<file path="src/hdl/host_port_pkg.sv">
// Shared constants and types for the parallel host port
`default_nettype none
package host_port_pkg;
    localparam int DATA_W = 8;
    // Bus style selected by interface_family_pick
    localparam logic FAMILY_8080 = 1'b0;
    localparam logic FAMILY_6800 = 1'b1;
    // Reset values
    localparam logic [7:0] DATA_RST = 8'h00;
    localparam logic [3:0] ACC_RST = 4'h0;
    // Access kind, one-hot
    typedef enum logic [3:0] {
        ACC_STATUS_RD = 4'h1,
        ACC_DATA_RD = 4'h2,
        ACC_DATA_WR = 4'h4,
        ACC_CMD_WR = 4'h8
    } access_t;
    // Access phase state of the port top, one-hot
    typedef enum logic [2:0] {
        ST_IDLE = 3'h1,
        ST_READ = 3'h2,
        ST_WRITE = 3'h4
    } port_state_t;
endpackage
`default_nettype wire

</file>
<file path="src/hdl/access_bus_if.sv">
// Interface carrying the decoded access between decoder and port top
`default_nettype none
interface access_bus_if;
    logic rd_active;
    logic wr_active;
    logic rd_status;
    logic wr_command;
    modport decoder (output rd_active, output wr_active, output rd_status, output wr_command);
    modport user (input rd_active, input wr_active, input rd_status, input wr_command);
endinterface
`default_nettype wire

</file>
<file path="src/hdl/bus_style_decoder.sv">
// Combinational decode of 8080 or 6800 style strobes into access phases
`default_nettype none
module bus_style_decoder
    import host_port_pkg::*;
(
    // Pin levels, already in clk domain
    input wire logic family,
    input wire logic chip_select_n,
    input wire logic strobe_a,
    input wire logic strobe_b,
    input wire logic command_data_select,
    // Decoded access
    access_bus_if.decoder acc
);
    // Chip select gates both access phases, not the select decode; in 6800 mode enable high is the active phase
    always_comb begin
        acc.rd_active = 1'b0;
        acc.wr_active = 1'b0;
        if (!chip_select_n) begin
            if (family == FAMILY_8080) begin
                acc.rd_active = !strobe_a && strobe_b;
                acc.wr_active = strobe_a && !strobe_b;
            end else begin
                acc.rd_active = strobe_a && strobe_b;
                acc.wr_active = strobe_a && !strobe_b;
            end
        end
        // Status read on select 0; command write on select 1
        acc.rd_status = !command_data_select;
        acc.wr_command = command_data_select;
    end
endmodule
`default_nettype wire

</file>
<file path="src/hdl/mcu_parallel_host_port.sv">
// Parallel host port of a dot-matrix LCD controller
// Functional notes
// - In 8080 mode the write strobe is active low and only its low pulse is a write.
// - In 8080 mode the data byte is captured at the rising edge of the write strobe.
// - In 6800 mode the read/write level high means read and low means write.
// - In 6800 mode transfers happen only while the enable clock is high.
// - The port responds only while the active-low chip select is asserted.
// - 8080 reads return status on select 0 and display data or cursor address on select 1.
// - 8080 writes take data or a parameter on select 0 and a command on select 1.
// - 6800 accesses with enable high decode read/write and select in the same way.
// - Driving the active-low hardware clear input low resets the port.
// - A strapped select picks 8080 strobes when low and 6800 signalling when high.
`default_nettype none
module mcu_parallel_host_port
    import host_port_pkg::*;
(
    // Clock and resets
    input wire logic clk,
    input wire logic reset,
    input wire logic hardware_clear_n,
    // Bus style strap
    input wire logic interface_family_pick,
    // Processor bus pins
    input wire logic chip_select_n,
    input wire logic rd_n_or_enable,
    input wire logic wr_n_or_rw,
    input wire logic command_data_select,
    input wire logic [7:0] data_in,
    output logic [7:0] data_out,
    output logic data_oe,
    // Read sources from the controller core
    input wire logic [7:0] status_flags,
    input wire logic [7:0] read_data,
    // Write and read results to the controller core
    output logic [7:0] write_byte,
    output logic write_is_command,
    output logic write_valid,
    output logic read_is_data,
    output logic read_done
);
    logic family_reg;
    logic strap_taken_reg;
    logic wr_prev_reg;
    logic rd_prev_reg;
    logic [7:0] data_in_reg;
    logic cmd_reg;
    port_state_t state_reg;
    logic [7:0] data_out_reg;
    logic data_oe_reg;
    logic [7:0] write_byte_reg;
    logic write_is_command_reg;
    logic write_valid_reg;
    logic read_is_data_reg;
    logic read_done_reg;
    logic clear;
    access_bus_if acc();

    // Hardware clear acts as a synchronous reset beside the async one
    assign clear = !hardware_clear_n;

    bus_style_decoder bus_style_decoder_i (
        .family(family_reg),
        .chip_select_n(chip_select_n),
        .strobe_a(rd_n_or_enable),
        .strobe_b(wr_n_or_rw),
        .command_data_select(command_data_select),
        .acc(acc)
    );

    // Strap taken once after reset release; tied pin so no later change is expected
    always_ff @(posedge clk or posedge reset) begin
        if (reset) begin
            family_reg <= FAMILY_8080;
            strap_taken_reg <= 1'b0;
        end else if (!strap_taken_reg) begin
            family_reg <= interface_family_pick;
            strap_taken_reg <= 1'b1;
        end
    end

    // Keep the last bus byte and select while a write is active, so the byte
    // present just before the strobe rises is the one committed
    always_ff @(posedge clk or posedge reset) begin
        if (reset) begin
            data_in_reg <= DATA_RST;
            cmd_reg <= 1'b0;
            wr_prev_reg <= 1'b0;
            rd_prev_reg <= 1'b0;
        end else begin
            wr_prev_reg <= acc.wr_active;
            rd_prev_reg <= acc.rd_active;
            if (acc.wr_active) begin
                data_in_reg <= data_in;
                cmd_reg <= acc.wr_command;
            end
        end
    end

    // Access state: idle, read phase, write phase
    always_ff @(posedge clk or posedge reset) begin
        if (reset) begin
            state_reg <= ST_IDLE;
        end else if (clear) begin
            state_reg <= ST_IDLE;
        end else begin
            case (state_reg)
                ST_IDLE: begin
                    if (acc.rd_active) begin
                        state_reg <= ST_READ;
                    end else if (acc.wr_active) begin
                        state_reg <= ST_WRITE;
                    end
                end
                ST_READ: begin
                    if (!acc.rd_active) begin
                        state_reg <= ST_IDLE;
                    end
                end
                ST_WRITE: begin
                    if (!acc.wr_active) begin
                        state_reg <= ST_IDLE;
                    end
                end
                default: begin
                    state_reg <= ST_IDLE;
                end
            endcase
        end
    end

    // Commit write at the end of the write phase (strobe rise or enable fall)
    always_ff @(posedge clk or posedge reset) begin
        if (reset) begin
            write_byte_reg <= DATA_RST;
            write_is_command_reg <= 1'b0;
            write_valid_reg <= 1'b0;
        end else if (clear) begin
            write_byte_reg <= DATA_RST;
            write_is_command_reg <= 1'b0;
            write_valid_reg <= 1'b0;
        end else begin
            write_valid_reg <= wr_prev_reg && !acc.wr_active;
            if (wr_prev_reg && !acc.wr_active) begin
                write_byte_reg <= data_in_reg;
                write_is_command_reg <= cmd_reg;
            end
        end
    end

    // Read drive: one cycle latency from strobe to data on pins
    always_ff @(posedge clk or posedge reset) begin
        if (reset) begin
            data_out_reg <= DATA_RST;
            data_oe_reg <= 1'b0;
            read_is_data_reg <= 1'b0;
            read_done_reg <= 1'b0;
        end else if (clear) begin
            data_out_reg <= DATA_RST;
            data_oe_reg <= 1'b0;
            read_is_data_reg <= 1'b0;
            read_done_reg <= 1'b0;
        end else begin
            data_oe_reg <= acc.rd_active;
            read_done_reg <= rd_prev_reg && !acc.rd_active;
            if (acc.rd_active) begin
                data_out_reg <= acc.rd_status ? status_flags : read_data;
                read_is_data_reg <= !acc.rd_status;
            end
        end
    end

    assign data_out = data_out_reg;
    assign data_oe = data_oe_reg;
    assign write_byte = write_byte_reg;
    assign write_is_command = write_is_command_reg;
    assign write_valid = write_valid_reg;
    assign read_is_data = read_is_data_reg;
    assign read_done = read_done_reg;

    // Checks
    chk_oe_needs_read: assert property (@(posedge clk) disable iff (reset)
        data_oe |-> $past(acc.rd_active)) else $error("data driven without read");
    chk_cs_gates_oe: assert property (@(posedge clk) disable iff (reset)
        $past(chip_select_n) && !$past(clear) |-> !data_oe) else $error("drive while deselected");
    chk_write_at_end: assert property (@(posedge clk) disable iff (reset || clear)
        $fell(acc.wr_active) |=> write_valid) else $error("write not committed at strobe end");
    chk_write_byte_val: assert property (@(posedge clk) disable iff (reset)
        write_valid |-> write_byte == $past(data_in_reg)) else $error("wrong write byte");
    chk_write_kind: assert property (@(posedge clk) disable iff (reset)
        write_valid |-> write_is_command == $past(cmd_reg)) else $error("wrong write kind");
    chk_status_read: assert property (@(posedge clk) disable iff (reset || clear)
        acc.rd_active && !command_data_select |=> data_out == $past(status_flags))
        else $error("status not returned");
    chk_data_read: assert property (@(posedge clk) disable iff (reset || clear)
        acc.rd_active && command_data_select |=> data_out == $past(read_data))
        else $error("read data not returned");
    chk_6800_low_e: assert property (@(posedge clk) disable iff (reset)
        family_reg && !rd_n_or_enable |-> !acc.rd_active && !acc.wr_active)
        else $error("6800 access with enable low");
    chk_8080_wr_low: assert property (@(posedge clk) disable iff (reset)
        !family_reg && acc.wr_active |-> !wr_n_or_rw) else $error("8080 write without low strobe");
    chk_6800_dir: assert property (@(posedge clk) disable iff (reset)
        family_reg && acc.rd_active |-> wr_n_or_rw) else $error("6800 read with rw low");
    chk_clear_idle: assert property (@(posedge clk) disable iff (reset)
        clear |=> !write_valid && !data_oe) else $error("clear did not reset outputs");
    chk_strap_once: assert property (@(posedge clk) disable iff (reset)
        strap_taken_reg |=> $stable(family_reg)) else $error("family changed after strap");
    // Phase tracker must agree with chip select and with the edge detectors that commit reads and writes
    chk_phase_cs: assert property (@(posedge clk) disable iff (reset)
        state_reg != ST_IDLE |-> !$past(chip_select_n))
        else $error("access phase while deselected");
    chk_phase_write: assert property (@(posedge clk) disable iff (reset)
        state_reg == ST_WRITE |-> wr_prev_reg) else $error("write phase without write");
    chk_phase_read: assert property (@(posedge clk) disable iff (reset)
        state_reg == ST_READ |-> rd_prev_reg) else $error("read phase without read");

    cov_cmd_write: cover property (@(posedge clk) write_valid && write_is_command);
    cov_data_write: cover property (@(posedge clk) write_valid && !write_is_command);
    cov_status_read: cover property (@(posedge clk) data_oe && !read_is_data);
    cov_6800_read: cover property (@(posedge clk) family_reg && read_done);
endmodule
`default_nettype wire

</file>
<file path="config.mk">
export PLATFORM = sky130hd
export DESIGN_NAME = mcu_parallel_host_port
export DESIGN_NICKNAME = d
export VERILOG_FILES = /design/src/hdl/host_port_pkg.sv /design/src/hdl/access_bus_if.sv /design/src/hdl/bus_style_decoder.sv /design/src/hdl/mcu_parallel_host_port.sv
export SDC_FILE = /design/constraint.sdc
export NUM_CORES = 1
export LEC_CHECK = 0
export ABC_CLOCK_PERIOD_IN_PS = 1100
export BUFFER_PORTS_ARGS = -buffer_cell sky130_fd_sc_hd__buf_2
export CAP_MARGIN = 0
export CORE_MARGIN = 2
export CORE_UTILIZATION = 43
export DETAILED_ROUTE_END_ITERATION = 6
export PLACE_DENSITY = 0.8
export SKIP_CTS_REPAIR_TIMING = 1
export SLEW_MARGIN = 0
export SYNTH_ARGS = -nofsm -noshare
export SYNTH_HDL_FRONTEND = slang
export SYNTH_SLANG_ARGS = --single-unit
</file>
<file path="constraint.sdc">
create_clock -name clk -period 1.1 [get_ports clk]
set_input_delay 0.055 -clock clk [delete_from_list [all_inputs] [get_ports clk]]
set_output_delay 0.055 -clock clk [all_outputs]
set_load 0.05 [all_outputs]
</file>
=== Word-level counts from Yosys, hierarchy flattened ===
Cells that the tools add are included.

* Register bits after elaboration: 34
* Input port bits: 32
* Output and inout bits: 21

* Equal/unequal tests: 2
* Mux-type cells: 15
* Reduce and logical (&&, ||, !) cells: 9

{| class="wikitable"
|+ Operator list
! kind !! number
|-
| 2-to-1 mux 8 bit || 5
|-
| 2-to-1 mux 1 bit || 10
|-
| logical AND 1 bit || 5
|-
| zero test 1 bit || 4
|-
| != test 2 x 1 -> 1 bit, second input constant || 2
|}

=== Longest topological paths before layout ===
* Depth after elaboration: 7
* Mapped depth: 4
* Gate-level depth less buffers: 3

=== Hierarchy ===
From an unflattened synthesis, not the netlist that was laid out.

* Cell total of the unflattened synthesis: 117
* Area total of the unflattened synthesis: 1445.1 um2

{| class="wikitable"
|+ By module, submodules not included
! module !! times used !! cells each !! area an instance (um2)
|-
| mcu_parallel_host_port || 1 || 112 || 1405.1
|-
| bus_style_decoder || 1 || 5 || 40.0
|}

=== Worst setup path before layout ===
OpenSTA, ideal clock, no wires.

* Path type: register to register
* Start point: reg family_reg
* End point: reg data_out_reg[0], in the netlist data_out[0]
* Library setup time: 0.120 ns
* Data arrival time: 0.958 ns
* Required time: 0.980 ns
* Path slack: 0.022 ns
* Cell stages (with the launch flop): 5
* Buffers on the path: 1
* Clock period less this slack: 1.078 ns
* Cells stage by stage: dfrtp_1 > xnor2_1 > and2_4 > buf_6 > o211a_1

* Cells in the longest elaborated chain, start to end: 3

{| class="wikitable"
|+ Ends and longest elaborated chain
! element !! line !! text
|-
| start, declared || mcu_parallel_host_port.sv:41 || <nowiki>logic family_reg;</nowiki>
|-
| start signal, assigned || mcu_parallel_host_port.sv:76 || <nowiki>family_reg <= interface_family_pick;</nowiki>
|-
| 2-to-1 mux 1 bit || bus_style_decoder.sv:20 || <nowiki>if (family == FAMILY_8080) begin</nowiki>
|-
| 2-to-1 mux 1 bit || bus_style_decoder.sv:19 || <nowiki>if (!chip_select_n) begin</nowiki>
|-
| via acc.rd_active || access_bus_if.sv:4 || <nowiki>logic rd_active;</nowiki>
|-
| != test 2 x 1 -> 1 bit (no line) || -- ||
|-
| end signal, assigned || mcu_parallel_host_port.sv:166 || <nowiki>data_out_reg <= acc.rd_status ? status_flags : read_data;</nowiki>
|-
| end, declared || mcu_parallel_host_port.sv:48 || <nowiki>logic [7:0] data_out_reg;</nowiki>
|}

The timed path passes the listed nets, and every way through them passes these cells.
A chain may end at the register's enable or synchronous reset.

=== Final worst setup path ===
* Start point: reg family_reg
* End point: reg data_out_reg[7], in the netlist data_out[7]

* Cells in the longest elaborated chain, start to end: 3

{| class="wikitable"
|+ Ends and longest elaborated chain
! element !! line
|-
| 2-to-1 mux 1 bit || bus_style_decoder.sv:20
|-
| 2-to-1 mux 1 bit || bus_style_decoder.sv:19
|-
| != test 2 x 1 -> 1 bit (no line) || --
|}

No other way between the ends.

==> results_dict.tcl <==
set metrics [dict create \
    grt_pass1_wl_um 4720 \
    synth-seq-cells 34 \
    num_rows 21 \
    p_leak_nw 1.09 \
    drc_errors 0 \
    clock-sinks 34 \
    yosysMostFrequentCell "dfrtp_1" \
    async_reset_ff_share_pct 100 \
    place_ws_ps -12.8 \
    multi_input_area_um2 559 \
    synthCells 118 \
    synth_area_um2 1460 \
    period_needed_ps 1100 \
    dr.max_layer_used "met4" \
    whs_ps 69.2 \
    dp.cells 214 \
    synth_edf_count 0 \
    critPathBufInv 0 \
    reg2reg_depth 3 \
    routed-wl-met3_um 267 \
    netlist_top_cells_area "dfrtp_1, mux2i_1, mux2_1, o211a_1, nand2_1" \
    worstHoldPathCells 3 \
    diodes 0 \
    synth.distinct_cells 21 \
    die_w_um 62.3 \
    fillerInstances 290 \
    synth_area_per_cell_um2 12.4 \
    grt_max_degree 35 \
    ant_nets 0 \
    setup_viol 0 \
    coreArea_um2 3310 \
    wire_per_inst_um 12.9 \
    ir_drop_mv 0.971 \
    syn_to_final_growth_pct 33.2 \
    cts_htree_levels 2 \
    final_max_slew_viol_count 0 \
    insertion_delay_ps 330 \
    endpoint_kind "register" \
    grt.total_usage_pct 15.9 \
    gp_congestion 0.679 \
    worst-path-max-fanout 11 \
    cp_cell_sequence "xnor2_2, and2_4, o211a_1" \
    synth_top_area_share_pct 58.2 \
    cts_tree "yes" \
    cp.arrival_ps 1320 \
    stdcell_count 232 \
    fin_tns_setup_ps 0 \
    crit_cells 3 \
    fin_worst_skew_ps 7.87 \
    pin_count 53 \
    synth_common_cells "dfrtp_1, nand2_1, mux2i_1" \
    dr.pass1.iters 4 \
    post-dp-hpwl_um 2090 \
    antenna_found_initial 0 \
    min_period_over_period_pct 99.8 \
    drt-vias-per-instance 4.94 \
    crit_required_ps 1320 \
    critPathLaunchType "register" \
    outcome "finished clean" \
    max_stage_delay_ps 410 \
    timing.fmax_ghz 0.910 \
    numCtsBuffers 5 \
    clk_path_buf_depth 2 \
    synth_seq_area_share_pct 58.2 \
    synth_top_cell_by_area "dfrtp_1" \
    seqCellArea_um2 851 \
    hold_viol_final 0 \
    root_buffer "clkbuf_4" \
    overflow 0 \
    cellPowerDensity_nw_per_um2 1360 \
    drive_gt1_share_pct 37.1 \
    die_area_um2 3880 \
    critPathSlowestCell "dfrtp_1" \
    critPathKind "reg -> reg" \
    yosys_warnings 0 \
    rsz0062_at_grt "true" \
    clk_pin_slew_ps 100 \
    grt_pass1_vias 1048 \
    drtIter0Drc 61 \
    vias 1147 \
    syn-num-nets 150 \
    port_buffers 52 \
    maxCapViolations 0 \
    synth-main-ff-cell "dfrtp_1" \
    die_h_um 62.3 \
    fin_nets 217 \
    detailroute.wirelength.met2_um 1490 \
    cp_top_family "flip-flops" \
    layout_setup_ws_ps 1.66 \
    wirelength_um 2990 \
    hp-class "in -> reg" \
    wl_met1_um 1190 \
    start_util_pct 44.2 \
]
layer usage:
layer	vias up	GRT usage [%]
li1	538	-
met1	551	17.7
met2	53	26.8
met3	5	7.25
met4	0	5.83
met5	-	0
worst register-to-register path: stages (launching register included):
cell and delay [ps]:
dfrtp_1 410, xnor2_2 150, and2_4 210, o211a_1 220
cell families (layout without fill, tap and decap cells):
logic type | Yosys count | after routing | share of synthesized area [%]
simple gates | 36 | 36 | 11.7
other cells | 1 | 1 | 0.256
mux | 27 | 27 | 19.3
compound gates | 9 | 9 | 5.82
xor+xnor | 1 | 1 | 0.599
flops | 34 | 34 | 58.2
buf+inv | 10 | 78 | 4.11
final cells by class:
class,count,share of cell area (%)
sequential,34,43.7
tap,46,2.95
clock inverter,1,0.257
inverter,1,0.193
clock buffer,7,2.83
timing repair buffer,69,21.4
multi-input combinational,74,28.7
metrics by stage:
stage	power (mW)	cell area, um2	utilization (%)
floorplan	1.79	1460	-
global placement	1.92	1780	53.7
detailed placement	1.95	1780	53.7
CTS	2.66	1840	55.5
global route	2.81	1950	58.8
finish	2.65	1950	58.8
power by group:
group          switching (mW)  internal (mW)  leakage, nW
clock network           0.389          0.310       0.0353
registers              0.0568           1.36        0.444
logic                   0.324          0.215        0.614
placed cells by master, fill, tap and decap left out:
master,count
buf_2,52
dfrtp_1,34
nand2_1,20
mux2i_1,17
mux2_1,10
dlygate4sd3_1,10
nand3_1,8
o211a_1,8
buf_4,6
clkbuf_4,5
nor2b_1,2
nor3b_2,1
xnor2_2,1
and2_4,1
nand4_1,1
o21ai_1,1
nor2_1,1
and3_1,1
and2_1,1
inv_1,1
clkbuf_8,1
clkbuf_1,1
clkinv_2,1
buf_6,1
conb_1,1
worst paths after layout:
| path | from | end | slack, ps |
|---|---|---|---|
| setup / recovery | family_reg$_DFFE_PP0N_ | data_out[7]$_DFFE_PP0P_ | 2 |
| hold / removal | wr_n_or_rw | wr_prev_reg$_DFF_PP0_ | 70 |
| setup reg to reg | family_reg$_DFFE_PP0N_ | data_out[7]$_DFFE_PP0P_ | 2 |
| hold reg to reg | data_in_reg[0]$_DFFE_PP0P_ | data_in_reg[0]$_DFFE_PP0P_ | 490 |
| max in group asynchronous | reset | data_out[5]$_DFFE_PP0P_ | 450 |
| min in group asynchronous | reset | data_in_reg[0]$_DFFE_PP0P_ | 340 |
(Power assumes the default switching activity.)
